## config.mk

```make
export PLATFORM = sky130hd
export DESIGN_NAME = eisr_event_ctrl
export DESIGN_NICKNAME = d
export VERILOG_FILES = /design/src/include/eisr_pkg.sv /design/src/design/eisr_event_ctrl.sv /design/src/design/eisr_event_filter.sv
export SDC_FILE = /design/constraint.sdc
export NUM_CORES = 1
export LEC_CHECK = 0
export BUFFER_PORTS_ARGS = -buffer_cell sky130_fd_sc_hd__buf_2
export CORE_MARGIN = 4
export CORE_UTILIZATION = 59
export CTS_BUF_LIST = sky130_fd_sc_hd__clkbuf_8
export CTS_CLUSTER_DIAMETER = 30
export CTS_CLUSTER_SIZE = 40
export DETAILED_ROUTE_END_ITERATION = 6
export MAX_ROUTING_LAYER = met4
export PLACE_DENSITY = 0.85
export RECOVER_POWER = 50
export SETUP_SLACK_MARGIN = 0.15
export SLEW_MARGIN = 20
export SYNTH_ARGS = -nofsm -noshare
export SYNTH_HDL_FRONTEND = slang
export SYNTH_SLANG_ARGS = --single-unit
```

## constraint.sdc

```tcl
create_clock -name i_clk_sys -period 12.2 [get_ports i_clk_sys]
set_input_delay 2.44 -clock i_clk_sys [delete_from_list [all_inputs] [get_ports i_clk_sys]]
set_output_delay 2.44 -clock i_clk_sys [all_outputs]
set_load 0.01 [all_outputs]
```

## src/include/eisr_pkg.sv

```systemverilog
package eisr_pkg;
  typedef enum logic [3:0] {
    EISR_FN_NONE,
    EISR_FN_ALT_SP,
    EISR_FN_ALT_GAIN,
    EISR_FN_COMBINED,
    EISR_FN_CLR_A1,
    EISR_FN_CLR_A2,
    EISR_FN_CLR_A12,
    EISR_FN_INH_O1,
    EISR_FN_INH_O2,
    EISR_FN_INH_O12,
    EISR_FN_LOCK
  } eisr_fn_t;
  typedef enum logic [2:0] {
    EISR_SPM_PRIMARY,
    EISR_SPM_DUAL,
    EISR_SPM_RAMP_MIN,
    EISR_SPM_RAMP_HOUR,
    EISR_SPM_REMOTE
  } eisr_spm_t;
  localparam int unsigned EISR_VAL_W = 16;
  localparam int unsigned EISR_MV_W = 12;
  localparam int unsigned EISR_TMR_W = 16;
  localparam int unsigned EISR_CLK_HZ = 200000000;
  localparam int unsigned EISR_DEBOUNCE_US = 50;
  localparam int unsigned EISR_DEBOUNCE_CYC = EISR_DEBOUNCE_US * (EISR_CLK_HZ / 1000000);
  localparam longint unsigned EISR_MINUTE_CYC = 64'd60 * EISR_CLK_HZ;
  localparam longint unsigned EISR_HOUR_CYC = 64'd3600 * EISR_CLK_HZ;
endpackage

```

## src/design/eisr_event_ctrl.sv

```systemverilog
`timescale 1ns/1ps
// Summary of operation
// - Selector holds eleven function codes, zero to ten.
// - Code zero ignores the event; primary gains and setpoint source apply.
// - Alternate setpoint code uses second setpoint while event asserted.
// - Alternate gain code uses second band, integral, derivative while asserted.
// - Combined code switches setpoint and all gains together.
// - Alarm one clears on assertion, re-raises on release if condition holds.
// - Alarm two clears on assertion, re-raises on release if condition holds.
// - Dual code clears both alarms, re-raises those still present.
// - Inhibit codes force output one, two or both values to zero.
// - Inhibited outputs return to normal control immediately on release.
// - Lock code blocks all parameter changes while asserted.
// - Alternate setpoint is second value, or primary plus second in offset format.
// - Alternate setpoint honoured only in dual or ramp setpoint modes.
// - Ramp modes ramp working setpoint at power-up and on setpoint change.
// - Ramp starts from process value at power-up and on rate or setpoint change.
// - Zero ramp rate makes working setpoint follow target directly.
// - Lower display shows ramp value, target while an adjust key is pressed.
// - Alarm channel with timer function acts as dwell timer.
// - Timer starts when process reaches setpoint, alarm on expiry.
// - Duration changes do not restart count; expiry uses new duration.
// - Heater current sampled only while heater energised, else held.
// - Energised timer output stays until reset, event clear function, or timer function turned off on both alarm channels.
module eisr_event_ctrl #(
  parameter int unsigned DEBOUNCE_CYC = eisr_pkg::EISR_DEBOUNCE_CYC,
  parameter longint unsigned MINUTE_CYC = eisr_pkg::EISR_MINUTE_CYC,
  parameter longint unsigned HOUR_CYC = eisr_pkg::EISR_HOUR_CYC
) (
  input wire logic i_clk_sys,
  input wire logic i_reset_n,
  input wire logic i_event_in,
  input wire eisr_pkg::eisr_fn_t i_event_function_select,
  input wire eisr_pkg::eisr_spm_t i_setpoint_source_mode,
  input wire logic i_alt_setpoint_format,
  input wire logic [eisr_pkg::EISR_VAL_W-1:0] i_primary_setpoint,
  input wire logic [eisr_pkg::EISR_VAL_W-1:0] i_alternate_setpoint,
  input wire logic [eisr_pkg::EISR_VAL_W-1:0] i_remote_setpoint,
  input wire logic [eisr_pkg::EISR_VAL_W-1:0] i_process_value,
  input wire logic [eisr_pkg::EISR_VAL_W-1:0] i_ramp_rate,
  input wire logic i_adjust_key,
  input wire logic [eisr_pkg::EISR_VAL_W-1:0] i_first_prop_band,
  input wire logic [eisr_pkg::EISR_VAL_W-1:0] i_first_integral_time,
  input wire logic [eisr_pkg::EISR_VAL_W-1:0] i_first_derivative_time,
  input wire logic [eisr_pkg::EISR_VAL_W-1:0] i_second_prop_band,
  input wire logic [eisr_pkg::EISR_VAL_W-1:0] i_second_integral_time,
  input wire logic [eisr_pkg::EISR_VAL_W-1:0] i_second_derivative_time,
  input wire logic i_tune_done,
  input wire logic [eisr_pkg::EISR_MV_W-1:0] i_out_one_manipulated_value,
  input wire logic [eisr_pkg::EISR_MV_W-1:0] i_out_two_manipulated_value,
  input wire logic i_alarm_one_cond,
  input wire logic i_alarm_two_cond,
  input wire logic i_alarm_one_function,
  input wire logic i_alarm_two_function,
  input wire logic [eisr_pkg::EISR_TMR_W-1:0] i_timer_duration,
  input wire logic i_second_input_type,
  input wire logic i_heater_on,
  input wire logic [eisr_pkg::EISR_VAL_W-1:0] i_second_input_value,
  input wire logic i_param_write_req,
  output logic [eisr_pkg::EISR_VAL_W-1:0] o_working_setpoint,
  output logic [eisr_pkg::EISR_VAL_W-1:0] o_lower_display,
  output logic [eisr_pkg::EISR_VAL_W-1:0] o_prop_band,
  output logic [eisr_pkg::EISR_VAL_W-1:0] o_integral_time,
  output logic [eisr_pkg::EISR_VAL_W-1:0] o_derivative_time,
  output logic o_tune_store_first,
  output logic o_tune_store_second,
  output logic [eisr_pkg::EISR_MV_W-1:0] o_out_one_mv,
  output logic [eisr_pkg::EISR_MV_W-1:0] o_out_two_mv,
  output logic o_alarm_one,
  output logic o_alarm_two,
  output logic [eisr_pkg::EISR_VAL_W-1:0] o_heater_current,
  output logic o_param_write_en
);
  import eisr_pkg::*;

  logic rst_s1_q;
  logic rst_n_q;
  logic ev;
  logic alt_sp_sel;
  logic alt_gain_sel;
  logic alt_sp_ok;
  logic ramp_mode;
  logic [EISR_VAL_W-1:0] alt_sp;
  logic [EISR_VAL_W-1:0] target;
  logic [EISR_VAL_W-1:0] target_q;
  logic [EISR_VAL_W-1:0] rate_q;
  logic [EISR_VAL_W-1:0] ramp_q;
  logic [63:0] tick_cnt_q;
  logic [63:0] tick_len;
  logic init_q;
  logic [EISR_TMR_W-1:0] dwell_cnt_q;
  logic [63:0] dwell_tick_q;
  logic dwell_run_q;
  logic dwell_done_q;
  logic clr_a1;
  logic clr_a2;
  logic inh_o1;
  logic inh_o2;

  // Reset release through two flops
  always_ff @(posedge i_clk_sys or negedge i_reset_n)
  begin
    if (!i_reset_n)
    begin
      rst_s1_q <= 1'b0;
      rst_n_q <= 1'b0;
    end
    else
    begin
      rst_s1_q <= 1'b1;
      rst_n_q <= rst_s1_q;
    end
  end

  eisr_event_filter #(
    .STABLE_CYC(DEBOUNCE_CYC)
  ) u_filter (
    .i_clk(i_clk_sys),
    .i_rst_n(rst_n_q),
    .i_raw(i_event_in),
    .o_level(ev),
    .o_rise(),
    .o_fall()
  );

  // Function decode; code zero and unknown codes select nothing
  always_comb
  begin
    alt_sp_sel = 1'b0;
    alt_gain_sel = 1'b0;
    clr_a1 = 1'b0;
    clr_a2 = 1'b0;
    inh_o1 = 1'b0;
    inh_o2 = 1'b0;
    case (i_event_function_select)
      EISR_FN_ALT_SP: alt_sp_sel = ev;
      EISR_FN_ALT_GAIN: alt_gain_sel = ev;
      EISR_FN_COMBINED:
      begin
        alt_sp_sel = ev;
        alt_gain_sel = ev;
      end
      EISR_FN_CLR_A1: clr_a1 = ev;
      EISR_FN_CLR_A2: clr_a2 = ev;
      EISR_FN_CLR_A12:
      begin
        clr_a1 = ev;
        clr_a2 = ev;
      end
      EISR_FN_INH_O1: inh_o1 = ev;
      EISR_FN_INH_O2: inh_o2 = ev;
      EISR_FN_INH_O12:
      begin
        inh_o1 = ev;
        inh_o2 = ev;
      end
      default:
      begin
      end
    endcase
  end

  assign ramp_mode = (i_setpoint_source_mode == EISR_SPM_RAMP_MIN)
    || (i_setpoint_source_mode == EISR_SPM_RAMP_HOUR);
  assign alt_sp_ok = ramp_mode || (i_setpoint_source_mode == EISR_SPM_DUAL);
  assign alt_sp = i_alt_setpoint_format ? (i_primary_setpoint + i_alternate_setpoint)
    : i_alternate_setpoint;

  always_comb
  begin
    if (alt_sp_sel && alt_sp_ok)
      target = alt_sp;
    else if (i_setpoint_source_mode == EISR_SPM_REMOTE)
      target = i_remote_setpoint;
    else
      target = i_primary_setpoint;
  end

  assign tick_len = (i_setpoint_source_mode == EISR_SPM_RAMP_HOUR) ? HOUR_CYC : MINUTE_CYC;

  // Ramp generator, steps by the ramp rate once per minute or hour
  always_ff @(posedge i_clk_sys or negedge rst_n_q)
  begin
    if (!rst_n_q)
    begin
      init_q <= 1'b1;
      target_q <= '0;
      rate_q <= '0;
      ramp_q <= '0;
      tick_cnt_q <= 64'h0;
    end
    else
    begin
      init_q <= 1'b0;
      target_q <= target;
      rate_q <= i_ramp_rate;
      if (init_q || target != target_q || i_ramp_rate != rate_q)
      begin
        ramp_q <= i_process_value;
        tick_cnt_q <= 64'h0;
      end
      else if (tick_cnt_q >= tick_len - 64'h1)
      begin
        tick_cnt_q <= 64'h0;
        if (ramp_q < target_q)
          ramp_q <= (target_q - ramp_q > rate_q) ? ramp_q + rate_q : target_q;
        else
          ramp_q <= (ramp_q - target_q > rate_q) ? ramp_q - rate_q : target_q;
      end
      else
      begin
        tick_cnt_q <= tick_cnt_q + 64'h1;
      end
    end
  end

  // Working setpoint, gain set and display
  always_ff @(posedge i_clk_sys or negedge rst_n_q)
  begin
    if (!rst_n_q)
    begin
      o_working_setpoint <= '0;
      o_lower_display <= '0;
      o_prop_band <= '0;
      o_integral_time <= '0;
      o_derivative_time <= '0;
    end
    else
    begin
      if (ramp_mode && i_ramp_rate != '0 && !init_q)
        o_working_setpoint <= ramp_q;
      else
        o_working_setpoint <= target;
      if (ramp_mode && i_ramp_rate != '0 && !i_adjust_key)
        o_lower_display <= ramp_q;
      else
        o_lower_display <= target;
      o_prop_band <= alt_gain_sel ? i_second_prop_band : i_first_prop_band;
      o_integral_time <= alt_gain_sel ? i_second_integral_time : i_first_integral_time;
      o_derivative_time <= alt_gain_sel ? i_second_derivative_time : i_first_derivative_time;
    end
  end

  assign o_tune_store_first = i_tune_done && !alt_gain_sel;
  assign o_tune_store_second = i_tune_done && alt_gain_sel;

  // Output inhibit, registered release on the next clock
  always_ff @(posedge i_clk_sys or negedge rst_n_q)
  begin
    if (!rst_n_q)
    begin
      o_out_one_mv <= '0;
      o_out_two_mv <= '0;
    end
    else
    begin
      o_out_one_mv <= inh_o1 ? '0 : i_out_one_manipulated_value;
      o_out_two_mv <= inh_o2 ? '0 : i_out_two_manipulated_value;
    end
  end

  // Dwell timer, counts minutes once setpoint reached
  always_ff @(posedge i_clk_sys or negedge rst_n_q)
  begin
    if (!rst_n_q)
    begin
      dwell_run_q <= 1'b0;
      dwell_done_q <= 1'b0;
      dwell_cnt_q <= '0;
      dwell_tick_q <= 64'h0;
    end
    else if (!(i_alarm_one_function || i_alarm_two_function))
    begin
      dwell_run_q <= 1'b0;
      dwell_done_q <= 1'b0;
      dwell_cnt_q <= '0;
      dwell_tick_q <= 64'h0;
    end
    else
    begin
      if ((i_alarm_one_function && clr_a1) || (i_alarm_two_function && clr_a2))
        dwell_done_q <= 1'b0;
      if (!dwell_run_q && !dwell_done_q && i_process_value >= o_working_setpoint)
      begin
        dwell_run_q <= 1'b1;
        dwell_cnt_q <= '0;
        dwell_tick_q <= 64'h0;
      end
      if (dwell_run_q)
      begin
        if (dwell_cnt_q >= i_timer_duration)
        begin
          dwell_done_q <= 1'b1;
          dwell_run_q <= 1'b0;
        end
        else if (dwell_tick_q >= MINUTE_CYC - 64'h1)
        begin
          dwell_tick_q <= 64'h0;
          dwell_cnt_q <= dwell_cnt_q + 1'b1;
        end
        else
          dwell_tick_q <= dwell_tick_q + 64'h1;
      end
    end
  end

  // Alarm outputs: held clear while event asserted, re-raised on release
  always_ff @(posedge i_clk_sys or negedge rst_n_q)
  begin
    if (!rst_n_q)
    begin
      o_alarm_one <= 1'b0;
      o_alarm_two <= 1'b0;
    end
    else
    begin
      if (clr_a1)
        o_alarm_one <= 1'b0;
      else
        o_alarm_one <= i_alarm_one_function ? dwell_done_q : i_alarm_one_cond;
      if (clr_a2)
        o_alarm_two <= 1'b0;
      else
        o_alarm_two <= i_alarm_two_function ? dwell_done_q : i_alarm_two_cond;
    end
  end

  // Heater current hold
  always_ff @(posedge i_clk_sys or negedge rst_n_q)
  begin
    if (!rst_n_q)
      o_heater_current <= '0;
    else if (i_second_input_type && i_heater_on)
      o_heater_current <= i_second_input_value;
  end

  assign o_param_write_en = i_param_write_req
    && !(ev && i_event_function_select == EISR_FN_LOCK);
endmodule

```

## src/design/eisr_event_filter.sv

```systemverilog
`timescale 1ns/1ps
module eisr_event_filter #(
  parameter int unsigned STABLE_CYC = 16
) (
  input wire logic i_clk,
  input wire logic i_rst_n,
  input wire logic i_raw,
  output logic o_level,
  output logic o_rise,
  output logic o_fall
);
  logic sync1_q;
  logic sync2_q;
  logic [31:0] cnt_q;
  logic level_q;

  // Two-flop synchroniser
  always_ff @(posedge i_clk or negedge i_rst_n)
  begin
    if (!i_rst_n)
    begin
      sync1_q <= 1'b0;
      sync2_q <= 1'b0;
    end
    else
    begin
      sync1_q <= i_raw;
      sync2_q <= sync1_q;
    end
  end

  // Level accepted after stable period
  always_ff @(posedge i_clk or negedge i_rst_n)
  begin
    if (!i_rst_n)
    begin
      cnt_q <= 32'h0;
      level_q <= 1'b0;
    end
    else if (sync2_q == level_q)
    begin
      cnt_q <= 32'h0;
    end
    else if (cnt_q >= STABLE_CYC - 1)
    begin
      cnt_q <= 32'h0;
      level_q <= sync2_q;
    end
    else
    begin
      cnt_q <= cnt_q + 32'h1;
    end
  end

  assign o_level = level_q;
  assign o_rise = (sync2_q != level_q) && (cnt_q >= STABLE_CYC - 1) && sync2_q;
  assign o_fall = (sync2_q != level_q) && (cnt_q >= STABLE_CYC - 1) && !sync2_q;
endmodule

```

# [After elaboration in Yosys (flattened, before gate mapping)]
# Index checks and enable logic that the tools add are counted.
[totals] ff_bits=354 out_inout_bits=125
[classes] bitwise_logic=1 order_cmp=8 n_mux=48 n_reduce_logical=34 add_sub_neg=10 n_eq_ne=17
[ops] operator="$mux 64" n=7
[ops] operator="$mux 16" n=18
[ops] operator="$add 64x1->64 const B" n=2
[ops] operator="$ge 64x34->1 const B" n=1
[ops] operator="$ge 64x64->1" n=1
[ops] operator="$mux 32" n=2
[ops] operator="$sub 16x16->16" n=3
[ops] operator="$sub 40x1->41 const B" n=1
[ops] operator="$mux 40" n=1
[ops] operator="$add 16x16->16" n=2
[ops] operator="$add 32x1->32 const B" n=1
[ops] operator="$ge 16x16->1" n=2
[ops] operator="$ge 32x14->1 const B" n=1
[ops] operator="$gt 16x16->1" n=2
[ops] operator="$ne 16x16->1" n=2
[ops] operator="$mux 12" n=2
[ops] operator="$mux 1" n=18
[ops] operator="$add 16x1->16 const B" n=1
[ops] operator="$eq 4x3->1 const B" n=4
[ops] operator="$lt 16x16->1" n=1
[ops] operator="$reduce_bool 16->1" n=1
[ops] operator="$logic_and 1x1->1" n=13
[ops] operator="$eq 4x4->1 const B" n=3
[ops] operator="$reduce_or 2->1" n=6
[ops] operator="11 further kinds" n=23

# [Depth between registers and ports, before layout]
[depth] ltp_word=9 ltp_mapped=26 mapped_depth_nobuf=25

# [Cells and area by module]
# Synthesis repeated with hierarchy kept, for this count alone.
[hier_totals] hier_cells=2240 area_unflattened_um2=21603.2
[modules_own_cells] mod="eisr_event_ctrl" area_per_inst_um2=20276.9 n_inst=1 cells_per_inst=2132
[modules_own_cells] mod="eisr_event_filter" area_per_inst_um2=1326.3 n_inst=1 cells_per_inst=108

# [Worst setup path after synthesis]
# OpenSTA, ideal clock, no wires.
[synth_timing] path_type="in2out" from="input i_event_function_select[2]" to="output o_tune_store_second" setup_slack_ns=6.186 t_arrival_ns=3.574 t_required_ns=9.760 path_stages=6 n_path_buf=2 cell_sequence="nor2b_1 > clkbuf_1 > nand2_1 > nor2_1 > clkbuf_1 > and2_1"
[synth_between] elab_chain_cells=4 elab_cells_between_ends=5 cone_classes="eq/ne (2); mux (1); reduce/logical (2)"
[synth_rtl] element="from (decl)" line="eisr_event_ctrl.sv:33" rtl="input wire eisr_pkg::eisr_fn_t i_event_function_select,"
[synth_rtl] element="$eq 4x2->1" line="eisr_event_ctrl.sv:135" rtl="case (i_event_function_select)"
[synth_rtl] element="$reduce_or 2->1 (no line) (*)"
[synth_rtl] element="$mux 1 (*)" line="eisr_event_ctrl.sv:135"
[synth_rtl] element="$logic_and 1x1->1 (*)" line="eisr_event_ctrl.sv:245" rtl="assign o_tune_store_second = i_tune_done && alt_gain_sel;"
[synth_rtl] element="to (decl)" line="eisr_event_ctrl.sv:66" rtl="output logic o_tune_store_second,"
# Every way passes the cells marked *; elsewhere a longest branch is shown, timed or not.

# [Worst setup path in the final report]
# Same ends and word-level chain as after synthesis.

==> results_tabular.tex <==
\begin{tabular}{lr}
\hline
Metric & Value \\
\hline
\multicolumn{2}{l}{\textbf{Run status}} \\
Status & finished, violations left \\
Violations in the final reports & capacitance limit, slew limit \\
\multicolumn{2}{l}{\textbf{Power}} \\
Overall power after layout & 3.50 mW \\
VDD IR max & 0.117 mV \\
Leak & 12.0 nW \\
Power per cell area & 139 nW/um\^{}2 \\
\multicolumn{2}{l}{\textbf{Synthesis}} \\
Post-synthesis async set-or-reset flop share & 100\% \\
Number of warnings reported in the yosys synthesis log & 0 \\
Number of flops mapped to enable cells by yosys & 0 \\
Count of distinct cell types in the synthesized netlist & 87 \\
Area of the mapped netlist & 20,900 sq um \\
Share of synthesized area occupied by flip-flops and latches & 42.3\% \\
Post-synth top flop & sky130\_fd\_sc\_hd\_\_dfrtp\_1 \\
Synthesized flop and latch total & 354 \\
Count of mapped cells out of synthesis & 2,150 \\
Post-synthesis average cell area & 9.74 sq um \\
\multicolumn{2}{l}{\textbf{Clocking}} \\
Count of buffers added by post-CTS timing repair for setup & 0 \\
CTS HTree Levels & 3 \\
Skew-Pair Late Insertion Delay & 650 ps \\
Number of buffers added by the clock tree synthesis step & 72 \\
Clk Tree Root Cell & sky130\_fd\_sc\_hd\_\_clkbuf\_8 \\
Worst-case clock buffer depth & 3 \\
CTS tree & yes \\
Number of resized instances in the post-cts repair step & 0 \\
Clk slew on worst S/H paths & 80 ps \\
Num Clock Sinks & 354 \\
Post-CTS Hold Fix Bufs & 0 \\
\multicolumn{2}{l}{\textbf{Finish}} \\
Share of post-route cells with drive strength above 1 & 24.2\% \\
Area growth from synthesis to layout & 20.4\% \\
Fin util & 72.4\% \\
Filler cells & 2,502 \\
Final-stage net count & 3,001 \\
\multicolumn{2}{l}{\textbf{Timing}} \\
Final hold viol count & 0 \\
Highest clock frequency the design can meet & 149 MHz \\
Final Max Slew Viols & 283 \\
Measured slew at the worst slew-check pin & 4560 ps \\
Setup repair after global routing missed its margin & false \\
Final worst clock skew & 48.2 ps \\
Time the final worst path needs with I/O delays and setup & 6700 ps \\
Final number of setup-violating endpoints & 0 \\
Final-layout setup total negative slack & 0 ps \\
Headroom to the max-slew limit & -204\% \\
Final clock period utilization by the worst path & 54.9\% \\
\multicolumn{2}{l}{\textbf{Die}} \\
Top-Level Pins & 377 \\
Starting density of the core & 60.2\% \\
X dimension of the die & 196 um \\
Die Y & 196 um \\
Row Count & 68 \\
Area of the core & 34,800 sq um \\
Die Area & 38,600 sq um \\
\multicolumn{2}{l}{\textbf{Worst hold path}} \\
Cell count of the worst hold path & 0 \\
Class of the worst hold path & reg2reg \\
\multicolumn{2}{l}{\textbf{Routing}} \\
Number of nets still failing antenna checks after routing & 0 \\
Violation count after the first detailed-route iteration & 1,405 \\
Pre-Repair DR Iteration Count & 6 \\
Number of vias after detailed routing & 18,691 \\
Post-detailed-route via-to-cell ratio & 6.00 \\
Detail-routed net length per standard cell & 21.5 um \\
Total DRC errors in the routed layout & 0 \\
Aggregate routed wire length & 66,900 um \\
\multicolumn{2}{l}{\textbf{Placed design}} \\
Global placement routability congestion & 1.04 \\
Count of port buffers added during placement & 376 \\
Placed wire-length estimate & 51,600 um \\
\multicolumn{2}{l}{\textbf{Setup path}} \\
Critical Path Sink Type & output port \\
Slowest cell on the critical path & sky130\_fd\_sc\_hd\_\_nor2b\_1 \\
Largest driver fanout on the critical path & 50 \\
Largest stage delay on the critical path & 540 ps \\
Data arrival, critical path & 4260 ps \\
Depth of the worst register-to-register path & 3 \\
Most frequent cell on the critical path & sky130\_fd\_sc\_hd\_\_buf\_2 \\
Setup crit start kind & primary input \\
Chain of cells forming the critical path & buf\_2, nor2b\_1, nand2\_1, nor2\_4, buf\_4, and2\_1, buf\_2 \\
Startpoint-to-endpoint class of the critical path & in2out \\
Required time at the worst-slack endpoint & 9760 ps \\
\multicolumn{2}{l}{\textbf{Global route}} \\
Pin count of the biggest net entering global routing & 88 \\
Total track usage & 35.0\% \\
Number of global-route vias before repair & 19,341 \\
Global-route wire length before repair & 103,000 um \\
Antenna violations before repair & 9 \\
Remaining Overflow, GRT & 0 \\
\multicolumn{2}{l}{\textbf{Job}} \\
Count of maximum capacitance violations & 4 \\
\hline
\end{tabular}
-- final timing paths --
path | to | slack, ps | start
min | u_filter.sync2_q | 360 | u_filter.sync1_q
max reg2reg | ramp_q[10] | 5850 | rst_n_q
min reg2reg | u_filter.sync2_q | 360 | u_filter.sync1_q
min in group asynchronous | o_derivative_time[4] | 880 | rst_n_q
max in group asynchronous | ramp_q[10] | 5850 | rst_n_q
max | o_tune_store_second | 5500 | i_event_function_select[2]
-- cells in the final DEF, fill, tap and decap left out, types with 50 or more instances in the layout --
cell,netlist,final
sky130_fd_sc_hd__and2_1,50,50
sky130_fd_sc_hd__clkbuf_8,0,80
sky130_fd_sc_hd__dfrtp_1,353,353
sky130_fd_sc_hd__a21oi_1,106,106
sky130_fd_sc_hd__nand3_1,62,62
sky130_fd_sc_hd__o21ai_0,112,110
sky130_fd_sc_hd__buf_2,10,358
sky130_fd_sc_hd__ha_1,156,156
sky130_fd_sc_hd__xor2_1,59,59
sky130_fd_sc_hd__nor2_1,194,193
sky130_fd_sc_hd__xnor2_1,53,53
sky130_fd_sc_hd__inv_1,138,141
sky130_fd_sc_hd__mux2_2,101,101
sky130_fd_sc_hd__nand2_1,123,123
-- routing by layer --
| layer | wire length [um] | GRT usage, % | vias to the layer above |
|---|---|---|---|
| li1 | - | - | 8556 |
| met4 | 4340 | 19.3 | 0 |
| met3 | 4300 | 6.84 | 254 |
| met2 | 34100 | 60.0 | 828 |
| met5 | 0 | - | - |
| met1 | 24200 | 38.3 | 9053 |
-- sequential cells by signal, summed over array words and instances, names as in the netlist, 12 cells and up --
name                cells
o_derivative_time      16
dwell_cnt_q            16
o_out_one_mv           12
ramp_q                 16
tick_cnt_q             64
u_filter.cnt_q         32
dwell_tick_q           64
o_integral_time        16
o_heater_current       16
o_working_setpoint     16
o_prop_band            16
target_q               16
o_out_two_mv           12
o_lower_display        16
rate_q                 16
-- report_power, final --
| group | leakage [nW] | switching, mW | internal, mW |
|---|---|---|---|
| combinational | 6.67 | 0.448 | 0.291 |
| clock | 0.868 | 0.608 | 0.872 |
| sequential | 4.45 | 0.0477 | 1.23 |
| total | 12.0 | 1.10 | 2.39 |
-- stage by stage --
stage	hold slack [ps]	worst slack (ps)	area (sq um)	cells
after global placement	336	5620	23400	2967
after detailed placement	336	5580	23400	2967
after floorplan	331	1610	21100	2191
after CTS	354	5570	25200	3100
final	362	5500	25200	3113
after global routing	364	4570	25200	3113
-- cell usage after synthesis (all sizes together) (10+ instances only) --
library cell / count / area (sq um)
inv: 138 / 518
clkbuf: 60 / 225
a31oi: 16 / 100
a211oi: 20 / 150
o22ai: 10 / 62.6
o211ai: 20 / 150
buf: 15 / 87.6
a21o: 29 / 218
mux2i: 33 / 330
nor3: 47 / 240
xor2: 59 / 517
o21a: 18 / 135
dfrtp: 353 / 8830
and2: 50 / 313
a2111oi: 10 / 93.8
nor2: 195 / 734
xnor2: 53 / 464
o31ai: 14 / 105
nor4: 30 / 188
o21ai: 113 / 566
nand2: 124 / 468
o21bai: 16 / 120
nand2b: 11 / 68.8
nand4: 44 / 275
mux2: 108 / 1240
nor2b: 39 / 244
ha: 156 / 1950
or3: 14 / 87.6
a21oi: 106 / 531
and3: 45 / 282
nand3: 64 / 338
-- worst max-delay path, delay by kind of cell --
kind / cells / cell delay [ps]
buffers and inverters: 3 / 730
AND/OR/NAND/NOR: 4 / 1070
-- cell type report --
type	instances	area (sq um)	area share, %
clock inverters	53	668	2.65
multi-input cells	1623	11400	45.3
diodes	11	27.5	0.109
repair buffers	398	2030	8.07
flip-flops and latches	354	8860	35.2
inverters	139	522	2.07
clock buffers	80	1100	4.37
well taps	455	569	2.26
-- logic make-up (layout without fill, tap and decap cells) --
group | Yosys count | in the layout | synth area share [%]
DFF | 354 | 354 | 42.3
xor gates and xnor gates | 113 | 113 | 4.79
buffers and inverters | 214 | 670 | 3.99
AOI/OAI and AO/OA | 461 | 461 | 14.5
other | 2 | 54 | 0.0359
adders and majority gates | 161 | 161 | 9.80
muxes | 141 | 141 | 7.51
and+or+nand+nor | 704 | 704 | 17.1
Note: power is estimated with default switching activity, not from simulation.
